==> src/inc/tzm_defines.svh <==
// Register offsets, field positions, reset values and fixed figures
// for the battery temperature zone monitor.
// Assumes an APB slave with 32-bit data and byte addresses.
`ifndef TZM_DEFINES_SVH
`define TZM_DEFINES_SVH

// Register byte offsets
`define TZM_CTRL_OFS       8'h00
`define TZM_TRIP_OFS       8'h04
`define TZM_CV_OFS         8'h08
`define TZM_CC_OFS         8'h0C
`define TZM_MOD_OFS        8'h10
`define TZM_RAIL_OFS       8'h14
`define TZM_MUX_OFS        8'h18
`define TZM_STATUS_OFS     8'h1C
`define TZM_FLAG_OFS       8'h20
`define TZM_MASK_OFS       8'h24

// Field positions
`define TZM_CTRL_EN_BIT    0
`define TZM_TRIP_HOT_LSB   0
`define TZM_TRIP_WARM_LSB  2
`define TZM_TRIP_COOL_LSB  4
`define TZM_TRIP_COLD_LSB  6
`define TZM_MOD_V_LSB      0
`define TZM_MOD_I_LSB      8
`define TZM_ST_FAULT_BIT   4
`define TZM_ST_MOD_BIT     5
`define TZM_ST_BIAS_BIT    6
`define TZM_ST_CHARGE_INPUT_BIT   7
`define TZM_ST_RESUME_LSB  8
`define TZM_FLAG_ZONE_BIT  0
`define TZM_FLAG_RAIL_BIT  1

// Reset values
`define TZM_CV_RST         6'h10
`define TZM_CC_RST         6'h00
`define TZM_MOD_RST        6'h00
`define TZM_RAIL_RST       6'h10
`define TZM_TRIP_RST       8'h00
`define TZM_MUX_RST        4'h0
`define TZM_MASK_RST       2'h0

// Voltage code scales in millivolts
`define TZM_CV_BASE_MV     3600
`define TZM_CV_STEP_MV     25
`define TZM_RAIL_BASE_MV   4100
`define TZM_RAIL_MARGIN_MV 200

// Analog multiplexer channels that need the thermistor biased
`define TZM_MUX_SENSOR     4'h7
`define TZM_MUX_BIAS       4'h8

// Twelve selectable trip voltages in millivolts, coldest first
`define TZM_TRIP_MV_0      11'd1024
`define TZM_TRIP_MV_1      11'd976
`define TZM_TRIP_MV_2      11'd923
`define TZM_TRIP_MV_3      11'd867
`define TZM_TRIP_MV_4      11'd807
`define TZM_TRIP_MV_5      11'd747
`define TZM_TRIP_MV_6      11'd511
`define TZM_TRIP_MV_7      11'd459
`define TZM_TRIP_MV_8      11'd411
`define TZM_TRIP_MV_9      11'd367
`define TZM_TRIP_MV_10     11'd327
`define TZM_TRIP_MV_11     11'd291

// First table index reachable by each 2-bit trip select
`define TZM_COLD_BASE_IDX  4'd0
`define TZM_COOL_BASE_IDX  4'd2
`define TZM_WARM_BASE_IDX  4'd6
`define TZM_HOT_BASE_IDX   4'd8

`endif

==> src/inc/tzm_pkg.sv <==
// Types shared by the temperature zone monitor files.
// Assumes tzm_defines.svh supplies all numeric constants.
package tzm_pkg;

   // Reported temperature zone
   typedef enum logic [2:0] {
      TZM_ZONE_DISABLED = 3'h0,
      TZM_ZONE_COLD     = 3'h1,
      TZM_ZONE_COOL     = 3'h2,
      TZM_ZONE_NORMAL   = 3'h3,
      TZM_ZONE_WARM     = 3'h4,
      TZM_ZONE_HOT      = 3'h5
   } tzm_zone_t;

   // Charging response state
   typedef enum logic [2:0] {
      TZM_ST_NORMAL   = 3'b001,
      TZM_ST_MODIFIED = 3'b010,
      TZM_ST_FAULT    = 3'b100
   } tzm_state_t;

   // Trip thresholds sent to the analog comparators, in millivolts
   typedef struct packed {
      logic [10:0] hotMv;
      logic [10:0] warmMv;
      logic [10:0] coolMv;
      logic [10:0] coldMv;
   } tzm_trip_t;

   // Setpoints handed to the charger regulation loop
   typedef struct packed {
      logic [5:0] voltageCode;
      logic [5:0] currentCode;
   } tzm_setpoint_t;

endpackage

==> src/verilog/tzm_monitor.sv <==
// Battery temperature zone monitor with APB register access.
// Assumes analog comparators report the thermistor against the four
// trip levels, and the charger core consumes pause and setpoints.
`timescale 1ns/10ps
`include "tzm_defines.svh"

// Functional notes
// - Lower charge voltage code until rail sits 200mV above it.
// - Raise rail configuration error interrupt on every automatic rewrite.
// - With enable set, track zone continuously from trip comparators.
// - Between cool and warm, use normal setpoints, no modified state.
// - In warm or cool zone, enter modified state, use 6-bit setpoints.
// - Above hot or below cold, pause charging in temperature fault.
// - Report zone in 3-bit field, interrupt on each change.
// - Enable cleared removes modified and fault responses entirely.
// - Each trip point has its own 2-bit select of four options.
// - Bias thermistor when charge input valid and enable set.
// - Also bias thermistor when mux selects sensor or bias pin.
// - Mux selection never affects comparators or zone response.
// - Trip voltages come from twelve fixed values, 1.024V to 0.291V.
// - After fault, charger returns to the state held before it.
// - Charger timers pause during fault and resume after.
// - Leave modified state on normal temperature or enable cleared.
module tzm_monitor
   import tzm_pkg::*;
#(
   parameter int ADDR_WIDTH = 8
)
(
   input  wire logic                  core_clk,
   input  wire logic                  nrst,
   input  wire logic                  psel,
   input  wire logic                  penable,
   input  wire logic                  pwrite,
   input  wire logic [ADDR_WIDTH-1:0] paddr,
   input  wire logic [31:0]           pwdata,
   output logic      [31:0]           prdata,
   output logic                       pready,
   output logic                       pslverr,
   input  wire logic [3:0]            tripCmpIn,
   input  wire logic                  chargeInputValid,
   input  wire logic [3:0]            chargerState,
   output tzm_trip_t                  tripLevels,
   output tzm_setpoint_t              setpoint,
   output logic                       sensorBiasEn,
   output logic [3:0]                 monitorSelect,
   output logic                       chargePause,
   output logic                       timerHold,
   output logic                       modifiedActive,
   output logic [3:0]                 resumeState,
   output logic                       tempZoneIrq,
   output logic                       railConfigErrorIrq
);

   localparam int HEADROOM_STEPS = (`TZM_RAIL_BASE_MV - `TZM_CV_BASE_MV
                                   - `TZM_RAIL_MARGIN_MV) / `TZM_CV_STEP_MV;

   // Software registers
   logic             thermistorEnable_reg;
   logic [7:0]       trip_reg;
   logic [5:0]       chargeVoltage_reg;
   logic [5:0]       chargeCurrent_reg;
   logic [5:0]       modVoltage_reg;
   logic [5:0]       modCurrent_reg;
   logic [5:0]       rail_reg;
   logic [3:0]       muxSel_reg;
   logic [1:0]       flag_reg;
   logic [1:0]       mask_reg;

   // Block state
   tzm_zone_t        zone_reg;
   tzm_zone_t        zone_next;
   tzm_state_t       state_reg;
   tzm_state_t       state_next;
   logic [3:0]       savedState_reg;

   // Bus helpers
   logic             accessPhase;
   logic             wrEn;
   logic             mapped;
   logic [31:0]      readMux;
   logic [31:0]      statusWord;

   // Synchronised comparator and input levels
   logic [3:0]       tripSync;
   logic             chgInSync;
   logic             beyondHot;
   logic             beyondWarm;
   logic             beyondCool;
   logic             beyondCold;

   // Rail margin check and zone change detect
   logic [6:0]       cvLimit;
   logic             cvTooHigh;
   logic             zoneChanged;

   tzm_sync
   #(
      .WIDTH (5)
   )
   u_inSync
   (
      .core_clk (core_clk),
      .nrst     (nrst),
      .asyncIn  ({chargeInputValid, tripCmpIn}),
      .syncOut  ({chgInSync, tripSync})
   );

   assign beyondCold = tripSync[0];
   assign beyondCool = tripSync[1];
   assign beyondWarm = tripSync[2];
   assign beyondHot  = tripSync[3];

   // ---------------- APB slave ----------------
   assign accessPhase = psel && penable;
   assign wrEn        = accessPhase && pready && pwrite;

   always_comb
   begin
      mapped = 1'b1;
      case (paddr)
         `TZM_CTRL_OFS,
         `TZM_TRIP_OFS,
         `TZM_CV_OFS,
         `TZM_CC_OFS,
         `TZM_MOD_OFS,
         `TZM_RAIL_OFS,
         `TZM_MUX_OFS,
         `TZM_STATUS_OFS,
         `TZM_FLAG_OFS,
         `TZM_MASK_OFS:
            mapped = 1'b1;
         default:
            mapped = 1'b0;
      endcase
   end

   always_comb
   begin
      statusWord = 32'h0000_0000;
      statusWord[2:0] = zone_reg;
      statusWord[`TZM_ST_FAULT_BIT] = (state_reg == TZM_ST_FAULT);
      statusWord[`TZM_ST_MOD_BIT] = (state_reg == TZM_ST_MODIFIED);
      statusWord[`TZM_ST_BIAS_BIT] = sensorBiasEn;
      statusWord[`TZM_ST_CHARGE_INPUT_BIT] = chgInSync;
      statusWord[`TZM_ST_RESUME_LSB +: 4] = savedState_reg;
   end

   always_comb
   begin
      readMux = 32'h0000_0000;
      case (paddr)
         `TZM_CTRL_OFS:
            readMux[`TZM_CTRL_EN_BIT] = thermistorEnable_reg;
         `TZM_TRIP_OFS:
            readMux[7:0] = trip_reg;
         `TZM_CV_OFS:
            readMux[5:0] = chargeVoltage_reg;
         `TZM_CC_OFS:
            readMux[5:0] = chargeCurrent_reg;
         `TZM_MOD_OFS:
         begin
            readMux[`TZM_MOD_V_LSB +: 6] = modVoltage_reg;
            readMux[`TZM_MOD_I_LSB +: 6] = modCurrent_reg;
         end
         `TZM_RAIL_OFS:
            readMux[5:0] = rail_reg;
         `TZM_MUX_OFS:
            readMux[3:0] = muxSel_reg;
         `TZM_STATUS_OFS:
            readMux = statusWord;
         `TZM_FLAG_OFS:
            readMux[1:0] = flag_reg;
         `TZM_MASK_OFS:
            readMux[1:0] = mask_reg;
         default:
            readMux = 32'h0000_0000;
      endcase
   end

   // One wait state: answer data is registered on the first access cycle
   always_ff @(posedge core_clk or negedge nrst)
   begin
      if (!nrst)
      begin
         pready  <= 1'b0;
         pslverr <= 1'b0;
         prdata  <= 32'h0000_0000;
      end
      else if (accessPhase && !pready)
      begin
         pready  <= 1'b1;
         pslverr <= !mapped;
         prdata  <= (!pwrite) ? readMux : 32'h0000_0000;
      end
      else
      begin
         pready  <= 1'b0;
         pslverr <= 1'b0;
         prdata  <= 32'h0000_0000;
      end
   end

   // Plain control registers
   always_ff @(posedge core_clk or negedge nrst)
   begin
      if (!nrst)
      begin
         thermistorEnable_reg <= 1'b0;
         trip_reg             <= `TZM_TRIP_RST;
         chargeCurrent_reg    <= `TZM_CC_RST;
         modVoltage_reg       <= `TZM_MOD_RST;
         modCurrent_reg       <= `TZM_MOD_RST;
         rail_reg             <= `TZM_RAIL_RST;
         muxSel_reg           <= `TZM_MUX_RST;
         mask_reg             <= `TZM_MASK_RST;
      end
      else if (wrEn)
      begin
         case (paddr)
            `TZM_CTRL_OFS:
               thermistorEnable_reg <= pwdata[`TZM_CTRL_EN_BIT];
            `TZM_TRIP_OFS:
               trip_reg <= pwdata[7:0];
            `TZM_CC_OFS:
               chargeCurrent_reg <= pwdata[5:0];
            `TZM_MOD_OFS:
            begin
               modVoltage_reg <= pwdata[`TZM_MOD_V_LSB +: 6];
               modCurrent_reg <= pwdata[`TZM_MOD_I_LSB +: 6];
            end
            `TZM_RAIL_OFS:
               rail_reg <= pwdata[5:0];
            `TZM_MUX_OFS:
               muxSel_reg <= pwdata[3:0];
            `TZM_MASK_OFS:
               mask_reg <= pwdata[1:0];
            default:
               mask_reg <= mask_reg;
         endcase
      end
   end

   // ---------------- Rail margin enforcement ----------------
   assign cvLimit   = {1'b0, rail_reg} + 7'(HEADROOM_STEPS);
   assign cvTooHigh = ({1'b0, chargeVoltage_reg} > cvLimit);

   // clamp charge voltage code one cycle after a violation
   always_ff @(posedge core_clk or negedge nrst)
   begin
      if (!nrst)
         chargeVoltage_reg <= `TZM_CV_RST;
      else if (wrEn && paddr == `TZM_CV_OFS)
         chargeVoltage_reg <= pwdata[5:0];
      else if (cvTooHigh)
         chargeVoltage_reg <= cvLimit[5:0];
   end

   // ---------------- Zone classification ----------------
   // zone tracked from comparators while enabled
   always_comb
   begin
      if (!thermistorEnable_reg)
         zone_next = TZM_ZONE_DISABLED;
      else if (beyondHot)
         zone_next = TZM_ZONE_HOT;
      else if (beyondCold)
         zone_next = TZM_ZONE_COLD;
      else if (beyondWarm)
         zone_next = TZM_ZONE_WARM;
      else if (beyondCool)
         zone_next = TZM_ZONE_COOL;
      else
         zone_next = TZM_ZONE_NORMAL;
   end

   always_ff @(posedge core_clk or negedge nrst)
   begin
      if (!nrst)
         zone_reg <= TZM_ZONE_DISABLED;
      else
         zone_reg <= zone_next;
   end

   assign zoneChanged = (zone_next != zone_reg);

   // ---------------- Response state machine ----------------
   always_comb
   begin
      case (zone_next)
         TZM_ZONE_HOT,
         TZM_ZONE_COLD:
            state_next = TZM_ST_FAULT;
         // warm or cool uses modified setpoints
         TZM_ZONE_WARM,
         TZM_ZONE_COOL:
            state_next = TZM_ST_MODIFIED;
         // disabled falls back to normal response
         TZM_ZONE_DISABLED:
            state_next = TZM_ST_NORMAL;
         default:
            state_next = TZM_ST_NORMAL;
      endcase
   end

   always_ff @(posedge core_clk or negedge nrst)
   begin
      if (!nrst)
         state_reg <= TZM_ST_NORMAL;
      else
         state_reg <= state_next;
   end

   // remember charger state on fault entry
   always_ff @(posedge core_clk or negedge nrst)
   begin
      if (!nrst)
         savedState_reg <= 4'h0;
      else if (state_next == TZM_ST_FAULT && state_reg != TZM_ST_FAULT)
         savedState_reg <= chargerState;
   end

   always_ff @(posedge core_clk or negedge nrst)
   begin
      if (!nrst)
      begin
         chargePause    <= 1'b0;
         timerHold      <= 1'b0;
         modifiedActive <= 1'b0;
         resumeState    <= 4'h0;
      end
      else
      begin
         chargePause    <= (state_next == TZM_ST_FAULT);
         // timers frozen for the fault duration
         timerHold      <= (state_next == TZM_ST_FAULT);
         modifiedActive <= (state_next == TZM_ST_MODIFIED);
         resumeState    <= (state_next == TZM_ST_FAULT &&
                            state_reg != TZM_ST_FAULT) ?
                           chargerState : savedState_reg;
      end
   end

   // Setpoints follow the response state
   always_ff @(posedge core_clk or negedge nrst)
   begin
      if (!nrst)
         setpoint <= '0;
      else if (state_reg == TZM_ST_MODIFIED)
      begin
         setpoint.voltageCode <= modVoltage_reg;
         setpoint.currentCode <= modCurrent_reg;
      end
      else if (state_reg == TZM_ST_FAULT)
      begin
         setpoint.voltageCode <= chargeVoltage_reg;
         setpoint.currentCode <= 6'h00;
      end
      else
      begin
         setpoint.voltageCode <= chargeVoltage_reg;
         setpoint.currentCode <= chargeCurrent_reg;
      end
   end

   // ---------------- Trip level selection ----------------
   function automatic logic [10:0] tripMv(input logic [3:0] idx);
      // fixed table of twelve trip voltages
      case (idx)
         4'd0:    tripMv = `TZM_TRIP_MV_0;
         4'd1:    tripMv = `TZM_TRIP_MV_1;
         4'd2:    tripMv = `TZM_TRIP_MV_2;
         4'd3:    tripMv = `TZM_TRIP_MV_3;
         4'd4:    tripMv = `TZM_TRIP_MV_4;
         4'd5:    tripMv = `TZM_TRIP_MV_5;
         4'd6:    tripMv = `TZM_TRIP_MV_6;
         4'd7:    tripMv = `TZM_TRIP_MV_7;
         4'd8:    tripMv = `TZM_TRIP_MV_8;
         4'd9:    tripMv = `TZM_TRIP_MV_9;
         4'd10:   tripMv = `TZM_TRIP_MV_10;
         default: tripMv = `TZM_TRIP_MV_11;
      endcase
   endfunction

   // each select picks one of four levels in its own range
   always_ff @(posedge core_clk or negedge nrst)
   begin
      if (!nrst)
         tripLevels <= '0;
      else
      begin
         tripLevels.hotMv  <= tripMv(`TZM_HOT_BASE_IDX +
                              {2'b00, trip_reg[`TZM_TRIP_HOT_LSB +: 2]});
         tripLevels.warmMv <= tripMv(`TZM_WARM_BASE_IDX +
                              {2'b00, trip_reg[`TZM_TRIP_WARM_LSB +: 2]});
         tripLevels.coolMv <= tripMv(`TZM_COOL_BASE_IDX +
                              {2'b00, trip_reg[`TZM_TRIP_COOL_LSB +: 2]});
         tripLevels.coldMv <= tripMv(`TZM_COLD_BASE_IDX +
                              {2'b00, trip_reg[`TZM_TRIP_COLD_LSB +: 2]});
      end
   end

   // ---------------- Thermistor bias and monitor mux ----------------
   // mux select only feeds bias and output pin, not zone logic
   always_ff @(posedge core_clk or negedge nrst)
   begin
      if (!nrst)
      begin
         sensorBiasEn  <= 1'b0;
         monitorSelect <= `TZM_MUX_RST;
      end
      else
      begin
         sensorBiasEn  <= (chgInSync && thermistorEnable_reg) ||
                          (muxSel_reg == `TZM_MUX_SENSOR) ||
                          (muxSel_reg == `TZM_MUX_BIAS);
         monitorSelect <= muxSel_reg;
      end
   end

   // ---------------- Event flags ----------------
   // Set wins over a same-cycle write-one-to-clear
   always_ff @(posedge core_clk or negedge nrst)
   begin
      if (!nrst)
         flag_reg <= 2'h0;
      else
      begin
         if (zoneChanged)
            flag_reg[`TZM_FLAG_ZONE_BIT] <= 1'b1;
         else if (wrEn && paddr == `TZM_FLAG_OFS &&
                  pwdata[`TZM_FLAG_ZONE_BIT])
            flag_reg[`TZM_FLAG_ZONE_BIT] <= 1'b0;
         if (cvTooHigh)
            flag_reg[`TZM_FLAG_RAIL_BIT] <= 1'b1;
         else if (wrEn && paddr == `TZM_FLAG_OFS &&
                  pwdata[`TZM_FLAG_RAIL_BIT])
            flag_reg[`TZM_FLAG_RAIL_BIT] <= 1'b0;
      end
   end

   always_ff @(posedge core_clk or negedge nrst)
   begin
      if (!nrst)
      begin
         tempZoneIrq        <= 1'b0;
         railConfigErrorIrq <= 1'b0;
      end
      else
      begin
         tempZoneIrq        <= flag_reg[`TZM_FLAG_ZONE_BIT] &&
                               mask_reg[`TZM_FLAG_ZONE_BIT];
         railConfigErrorIrq <= flag_reg[`TZM_FLAG_RAIL_BIT] &&
                               mask_reg[`TZM_FLAG_RAIL_BIT];
      end
   end

endmodule

==> src/verilog/tzm_sync.sv <==
// Three-stage input synchroniser with agreement filter.
// Assumes asynchronous inputs; output changes only when stages 2 and 3
// agree.
`timescale 1ns/10ps
module tzm_sync
#(
   parameter int WIDTH = 1
)
(
   input  wire logic             core_clk,
   input  wire logic             nrst,
   input  wire logic [WIDTH-1:0] asyncIn,
   output logic      [WIDTH-1:0] syncOut
);

   logic [WIDTH-1:0] stage1_reg;
   logic [WIDTH-1:0] stage2_reg;
   logic [WIDTH-1:0] stage3_reg;
   logic [WIDTH-1:0] differ;

   always_ff @(posedge core_clk or negedge nrst)
   begin
      if (!nrst)
      begin
         stage1_reg <= '0;
         stage2_reg <= '0;
         stage3_reg <= '0;
      end
      else
      begin
         stage1_reg <= asyncIn;
         stage2_reg <= stage1_reg;
         stage3_reg <= stage2_reg;
      end
   end

   assign differ = stage2_reg ^ stage3_reg;

   // Hold the last agreed value while the two stages disagree
   always_ff @(posedge core_clk or negedge nrst)
   begin
      if (!nrst)
         syncOut <= '0;
      else
         syncOut <= (stage3_reg & ~differ) | (syncOut & differ);
   end

endmodule
==> config.mk <==
export PLATFORM = sky130hd
export DESIGN_NAME = tzm_monitor
export DESIGN_NICKNAME = d
export VERILOG_FILES = /design/src/inc/tzm_pkg.sv /design/src/verilog/tzm_monitor.sv /design/src/verilog/tzm_sync.sv
export VERILOG_INCLUDE_DIRS = /design/src /design/src/inc
export SDC_FILE = /design/constraint.sdc
export NUM_CORES = 1
export LEC_CHECK = 0
export ABC_AREA = 1
export BUFFER_PORTS_ARGS = -buffer_cell sky130_fd_sc_hd__buf_2
export CAP_MARGIN = 20
export CELL_PAD_IN_SITES_DETAIL_PLACEMENT = 0
export CELL_PAD_IN_SITES_GLOBAL_PLACEMENT = 1
export CORE_UTILIZATION = 43
export DETAILED_ROUTE_END_ITERATION = 8
export PLACE_DENSITY = 0.91
export SYNTH_ARGS = -nofsm -noshare
export SYNTH_HDL_FRONTEND = slang
export SYNTH_SLANG_ARGS = --single-unit
==> constraint.sdc <==
create_clock -name core_clk -period 5.55 [get_ports core_clk]
set_clock_uncertainty 0.05 [all_clocks]
set_input_delay 0.8325 -clock core_clk [delete_from_list [all_inputs] [get_ports core_clk]]
set_output_delay 0.8325 -clock core_clk [all_outputs]
set_load 0.01 [all_outputs]
==> summary.md, run 1 <==
| Metric | Value |
|---|---|
| Status | finished clean |
| Initial antenna violation count | 0 |
| Register area | 3507 µm² |
| Critical setup path kind | flop to flop |
| Final Hold Viols | 0 |
| Total number of nets in the final design | 809 |
| Setup Fix Bufs, Post-CTS | 0 |
| Total of hold buffers inserted after clock tree synthesis | 0 |
| HPWL after DPL | 9257 µm |
| Registers with the most flip-flops | tripLevels x27, prdata x14, setpoint x12 |
| Number of I/O pins | 158 |
| Worst Setup Slack post-DPL | 3060 ps |
| Multi-input gate area | 2138 µm² |
| Cell count after synthesis | 624 |
| Flops & latches, synth | 140 |
| Number of enable-type register cells in the synthesized netlist | 0 |
| Max Fclk | 0.4137 GHz |
| Register name with the most flops | tripLevels |
| Share of power burned in combinational logic | 3.9% |
| Synthesized area | 6211 µm² |
| Clock buffer count from CTS | 17 |
| Signal arrival time at the worst endpoint | 2680 ps |
| Actual transition at the worst max-transition pin | 863.7 ps |
| Internal power summed over all cells | 1778 µW |
| Share of total power in the clock network | 49.9% |
| Number of port buffers | 118 |
| Layout overhead on the synthesized area | 18.19% |
| Starting utilization of the core area | 44.40% |
| Unrepaired setup endpoints after global routing | false |
| Min Tclk post-route | 2417 ps |
| Sequential share of power | 46.1% |
| Max Buffers Root-to-Sink | 2 |
| Clock Sink Count | 140 |
| Most frequent cell after synthesis | dfrtp_1 |
| Routed vias/inst | 4.755 |
| Period utilisation layout | 43.55% |
| Setup violations, final | 0 |
| Post-detailed-route wirelength per cell | 14.03 µm |
| Final global-route overflow total | 0 |
| Top FF cell, synth | dfrtp_1 |
| Maximum number of pins on one net before global-route repair | 98 |
| Average cell area after synthesis | 9.953 µm² |
| Async set or reset register ratio after synthesis | 100.0% |
| Area inside the core boundary | 13990 µm² |
| CTS root buf | clkbuf_16 |
| Synth Warn # | 0 |
| Routability congestion estimate | 0.8111 |
| First DRT Iteration DRCs | 330 |
| Gates resized, CTS repair | 0 |
| Sw frac | 21.54% |
| Later-pin clock latency in the skew report | 420 ps |
| Seq/Total Area, Yosys | 56.47% |
| Cell area power density | 308.7 nW/µm² |
| Tightest slew margin relative to the limit | 42.42% |
| Row cnt | 43 |
| Maxcap violations | 0 |
| First-pass GRT wire length | 20480 µm |
| Ranking of synthesized cells by instance count | dfrtp_1 (137), nand2_1 (132), inv_1 (63), buf_4 (41), nor2_1 (40) |
| Clock edge transition at the registers on the reported setup and hold paths | 60 ps |
| GR Util All Layers | 18.58% |
| CP Max Fanout | 8 |
| Via count of the routed design | 4398 |
| Initial DRT Pass Iterations | 5 |
| Endpoint required time on the critical path | 5810 ps |
| Die X-Extent | 122.2 µm |
| Most area-hungry cell type in the Yosys netlist | dfrtp_1 |
| Die height | 122.2 µm |
| Kind of end point of the critical path | flop |
| Flip-flop count of the largest register, all copies and words added | 27 |
| VDD IR max | 197.1 µV |
| Final hold slack | 298.2 ps |
| Kind of path behind the tightest hold check | flop to flop |
| Detailed Route WL | 12980 µm |
| Cell types with the largest area share after synthesis | dfrtp_1 (55%), nand2_1 (8.0%), buf_4 (5.0%) |
| Kind of launch point of the worst setup path | flop |
| Number of global-route vias before repair | 4078 |
| Number of distinct library cells after synthesis | 43 |
| Fraction of final layout cells sized beyond drive strength 1 | 26.58% |
| Post-synth top area share | 55.20% |
| Total net switching power | 488.2 µW |
| Final WS setup | 3133 ps |
| Number of nets with antenna violations after detailed routing | 0 |
| Total count of max-transition violations in the final report | 0 |
| Clock tree from TritonCTS | built |
| Leakage | 0.003875 µW |
| CTS H-tree lvls | 4 |
| Inserted Diodes | 0 |
| Floorplan die area | 14930 µm² |
| Filler Cells Inserted | 1252 |
| Drt drc | 0 |
| Setup TNS | 0 ps |
==> metrics by stage <==
| step | area [µm²] | std cells | power (µW) | util [%] |
|---|---|---|---|---|
| after CTS | 7341 | 925 | 2285 | 52.48 |
| after floorplan | 6286 | 644 | 1120 | - |
| after global routing | 7341 | 925 | 2346 | 52.48 |
| after detailed placement | 6748 | 893 | 1155 | 48.24 |
| after global placement | 6748 | 893 | 1153 | 48.24 |
| final | 7341 | 925 | 2266 | 52.48 |
==> final timing paths <==
path / cells after the start / from / slack (ps) / end
min in group asynchronous: 1 / nrst / 450 / prdata[12]
worst min-delay path: 0 / u_inSync.stage1_reg[1] / 300 / u_inSync.stage2_reg[1]
worst min register to register: 0 / u_inSync.stage1_reg[1] / 300 / u_inSync.stage2_reg[1]
max in group asynchronous: 2 / nrst / 3870 / modVoltage_reg[3]
worst max register to register: 12 / rail_reg[2] / 3130 / chargeVoltage_reg[1]
worst max-delay path: 12 / rail_reg[2] / 3130 / chargeVoltage_reg[1]
==> area by class of cell <==
type / instances / share of cell area (%)
multi-input combinational: 384 / 29.13
tap: 180 / 3.068
clock buffer: 21 / 6.136
inverter: 70 / 3.716
sequential: 140 / 47.78
timing repair buffer: 119 / 8.232
clock inverter: 11 / 1.943
==> kinds of logic after synthesis <==
logic type      synth area share (%)
compound gates                 7.433
buf+inv                        10.31
fa+ha+maj                      5.439
mux                            2.236
simple gates                   17.28
xor+xnor                      0.7052
flops                          56.47
other cells                   0.1209
==> layout by cell type, fill, tap and decap left out, types with 3 or more instances in the layout <==
| master | n |
|---|---|
| a21oi_1 | 25 |
| buf_2 | 117 |
| bufinv_16 | 3 |
| clkbuf_1 | 3 |
| clkbuf_16 | 17 |
| clkinv_2 | 4 |
| conb_1 | 22 |
| dfrtp_1 | 137 |
| dfstp_2 | 3 |
| ha_1 | 23 |
| inv_1 | 63 |
| inv_2 | 4 |
| maj3_1 | 5 |
| mux2_2 | 7 |
| mux2_4 | 4 |
| nand2_1 | 132 |
| nand2_2 | 6 |
| nand2_4 | 3 |
| nand3_1 | 36 |
| nor2_1 | 40 |
| nor2_4 | 3 |
| nor2_8 | 3 |
| nor3_1 | 7 |
| o21ai_0 | 34 |
| o21ai_1 | 3 |
| o21ai_2 | 10 |
| xor2_1 | 3 |
==> power groups by stage <==
| stage | sequential, µW | combinational, µW | clock [µW] |
|---|---|---|---|
| final | 1050 | 89.4 | 1130 |
| after global routing | 1050 | 101 | 1200 |
| after CTS | 1050 | 91.3 | 1150 |
| after detailed placement | 1060 | 90.8 | 0 |
| after global placement | 1060 | 89.6 | 0 |
| after floorplan | 1060 | 57.5 | 0 |
==> worst max-delay path, stage by stage, from the launching register on <==
cell and delay [ps]:
dfrtp_1 440, inv_1 80, ha_1 230, xnor2_1 200, inv_1 70, ha_1 290
a21o_1 160, a21oi_1 130, nand2_1 60, nand2_1 220, nand2_1 220, nand2_1 110
nand2_1 50
==> routing by layer <==
metal / vias to the layer above / track usage, % / part of all wire (%)
met1: 2073 / 23.55 / 45
met2: 164 / 30.12 / 47
met5: - / 0 / 0
met4: 0 / 6.860 / 1.5
met3: 19 / 5.384 / 5.9
li1: 2142 / - / -
(Power assumes the default switching activity.)
==> run 2: changes to the inputs <==
CORE_UTILIZATION = 40   (was 43)
PLACE_DENSITY = 0.86   (was 0.91)
clock period = 2.52 ns   (was 5.55 ns; I/O delays follow)
==> run 2 against run 1 <==
The flow now finishes with violations (DRC). Via count down 2.2%. First-iteration DRC count down 25%. Power increased by 120%. Non-clock buffer count is 10 higher. Maximum frequency increased by 14%. Count of clock-buffer cells in the layout is 3 lower. Largest power group unchanged.
==> summary.md, run 2 (synthesized netlist as in run 1, its figures left out) <==
| Metric | Value |
|---|---|
| Total number of nets in the final design | 819 (+1.2%) |
| Flip-flop count of the largest register, all copies and words added | 27 (unchanged) |
| VDD IR max | 440.5 µV (+120%) |
| Share of power burned in combinational logic | 4.1% (+0.2 points) |
| Floorplan die area | 16030 µm² (+7.4%) |
| Placed Instance Area | 6808 µm² (+0.89%) |
| Total non-filler cell area in the finished layout | 7465 µm² (+1.7%) |
| Number of global-route vias before repair | 4081 (+0.074%) |
| Min Tclk post-route | 2129 ps (-287.9 ps) |
| Critical setup path kind | flop to flop |
| Post-layout total power | 5032 µW (+120%) |
| CP Cell Sequence | inv_1 -> ha_1 -> xnor2_1 -> inv_1 -> ha_1 -> a21o_1 -> a21oi_1 -> nand2_1 -> nand2_1 -> nand2_1 -> nand2_1 -> nand2_1 |
| Row cnt | 45 (+4.7%) |
| Destination of the worst register-to-register timing path | chargeVoltage_reg[0] |
| Clock edge transition at the registers on the reported setup and hold paths | 60 ps (about the same) |
| M2 GR Usage | 27.36% (-2.8 points) |
| Sw frac | 21.91% (+0.38 points) |
| Layout overhead on the synthesized area | 20.19% |
| Period utilisation layout | 84.50% (+41 points) |
| Initial DRT Pass Iterations | 6 (+1) |
| Kind of launch point of the worst setup path | flop |
| Die height | 126.6 µm (+3.6%) |
| Routed vias/inst | 4.562 (-4.0%) |
| CP Max Fanout | 6 (-2) |
| Hold path cells | 1 (+1) |
| Detailed Route WL | 12700 µm (-2.2%) |
| Number of I/O pins | 158 (unchanged) |
| Starting utilization of the core area | 40.86% (-3.5 points) |
| Setup TNS | 0 ps (unchanged) |
| Worst Setup Slack post-DPL | 407.0 ps (-2653 ps) |
| Violations in the final reports | DRC |
| Drt drc | 2 (+2) |
| Depth of the worst register-to-register path | 12 (unchanged) |
| Leakage | 0.003929 µW (+1.4%) |
| M3 GR Usage | 4.555% (-0.83 points) |
| Kind of path behind the tightest hold check | input port to flop |
| Post-detailed-route wirelength per cell | 13.46 µm (-4.1%) |
| GR Util All Layers | 17.23% (-1.4 points) |
| Final global-route overflow total | 0 (unchanged) |
| Clock buffer count from CTS | 17 (unchanged) |
| Fraction of final layout cells sized beyond drive strength 1 | 27.28% (+0.71 points) |
| Maxcap violations | 0 (unchanged) |
| Via count of the routed design | 4302 (-2.2%) |
| Initial antenna violation count | 0 (unchanged) |
| Worst Min Path Start | chargeInputValid |
| Clock tree from TritonCTS | built |
| Max Fclk | 0.4696 GHz (+14%) |
| Final standard cell utilization of the core | 49.10% (-3.4 points) |
| CTS root buf | clkbuf_16 |
| CTS H-tree lvls | 4 (unchanged) |
| First DRT Iteration DRCs | 247 (-25%) |
| Area inside the core boundary | 15200 µm² (+8.7%) |
| Internal power summed over all cells | 3929 µW (+120%) |
| Setup violations, final | 0 (unchanged) |
| Cell occurring most often along the worst timing path | nand2_1 |
| HPWL after DPL | 9334 µm (+0.84%) |
| Kind of end point of the critical path | flop |
| Register name with the most flops | tripLevels |
| Cell area power density | 674.1 nW/µm² (+120%) |
| Met1 Resource Use GR | 22.61% (-0.94 points) |
| Total net switching power | 1103 µW (+130%) |
| Status | finished with violations |
| Clock Sink Count | 140 (unchanged) |
| Final Hold Viols | 0 (unchanged) |
| Most frequent cells in the layout | dfrtp_1 (137), nand2_1 (132), buf_2 (117) |
| Filler Cells Inserted | 1401 (+12%) |
| Slowest stage cell on the critical path | dfrtp_1 |
| Number of nets with antenna violations after detailed routing | 0 (unchanged) |
| Inserted Diodes | 0 (unchanged) |
| Registers with the most flip-flops | tripLevels x27, prdata x14, setpoint x12 |
| Endpoint required time on the critical path | 2780 ps (-3030 ps) |
| Total count of max-transition violations in the final report | 0 (unchanged) |
| First-pass GRT wire length | 20930 µm (+2.2%) |
| Crit Reg-Reg Startpoint | rail_reg[2] |
| Later-pin clock latency in the skew report | 420 ps (about the same) |
| Tightest slew margin relative to the limit | 59.69% (+17 points) |
| Number of port buffers | 118 (unchanged) |
| Reg2Reg Setup Slack | 390 ps (-2740 ps) |
| Hold Path End | u_inSync.stage1_reg[4] |
| Max Buffers Root-to-Sink | 2 (unchanged) |
| Unrepaired setup endpoints after global routing | false |
| Most common library cell in the layout ignoring fill and taps | dfrtp_1 |
| Final WS setup | 390.6 ps (-2742 ps) |
| Delay of the slowest critical-path stage | 410 ps (-30 ps) |
| Layer with the highest usage after global routing | met2 |
| Maximum number of pins on one net before global-route repair | 68 (-31%) |
| Routability congestion estimate | 0.8061 (-0.62%) |
| Setup Fix Bufs, Post-CTS | 0 (unchanged) |
| Actual transition at the worst max-transition pin | 604.7 ps (-259.0 ps) |
| Share of total power in the clock network | 50.1% (+0.2 points) |
| Die X-Extent | 126.6 µm (+3.6%) |
| Signal arrival time at the worst endpoint | 2390 ps (-290 ps) |
| Sequential share of power | 45.8% (-0.3 points) |
==> run 2: cell count changes in the layout (fill, tap and decap cells not counted), sizes merged <==
| cell | before | now |
|---|---|---|
| clkinvlp | 2 | 3 |
| buf | 119 | 124 |
| inv | 69 | 70 |
| clkinv | 7 | 8 |
| clkbuf | 21 | 18 |
| dlygate4sd3 | 0 | 5 |
==> run 2: worst max path at each step <==
stage | endpoint | start | cells after the start
2_1_floorplan | chargeVoltage_reg[0] | rail_reg[2] | 12
3_3_place_gp | chargeVoltage_reg[5] | rail_reg[2] | 12
3_5_place_dp | chargeVoltage_reg[0] | rail_reg[2] | 12
4_1_cts | chargeVoltage_reg[0] | rail_reg[2] | 12
5_1_grt | chargeVoltage_reg[5] | rail_reg[4] | 10
6_report | chargeVoltage_reg[0] | rail_reg[2] | 12
==> run 2: metal layers <==
layer / vias to the layer above / part of all wire (%)
li1: 2164 / -
met1: 2009 / 47
met2: 115 / 47
met3: 14 / 4.6
met4: 0 / 1.7
met5: - / 0
==> run 2: timing repair <==
action | 4_1_cts | 5_1_grt
hold endpoints to repair | 67 | 0
gates resized for setup | 0 | 0
hold buffers | 5 | 0
==> run 2: cell type report <==
| class | instances | area (µm²) | area share, % |
|---|---|---|---|
| inverters | 70 | 272.8 | 3.654 |
| clock inverters | 14 | 167.7 | 2.246 |
| well taps | 188 | 235.2 | 3.151 |
| clock buffers | 18 | 439.2 | 5.883 |
| flip-flops and latches | 140 | 3507 | 46.98 |
| multi-input cells | 384 | 2138 | 28.65 |
| repair buffers | 129 | 704.4 | 9.437 |
==> run 2: worst max-delay path: cells and delay by family (launching register included) <==
| kind | cells | cell delay [ps] |
|---|---|---|
| fa+ha+maj | 2 | 500 |
| simple gates | 5 | 440 |
| flops | 1 | 410 |
| compound gates | 2 | 280 |
| xor+xnor | 1 | 190 |
| buf+inv | 2 | 150 |
==> run 2: per-stage QoR <==
step                      instances  hold WS [ps]
after global routing            943         3.209
after global placement          906         281.5
final                           943         19.80
after floorplan                 644         32.41
after detailed placement        906         284.7
after CTS                       943        0.5661
==> run 2: power by group through the flow <==
stage | Clock (µW) | Sequential (µW) | Combinational [µW]
floorplan | 0 | 2340 | 127
global placement | 0 | 2340 | 205
detailed placement | 0 | 2340 | 208
CTS | 2580 | 2300 | 214
global route | 2680 | 2310 | 235
finish | 2520 | 2300 | 208
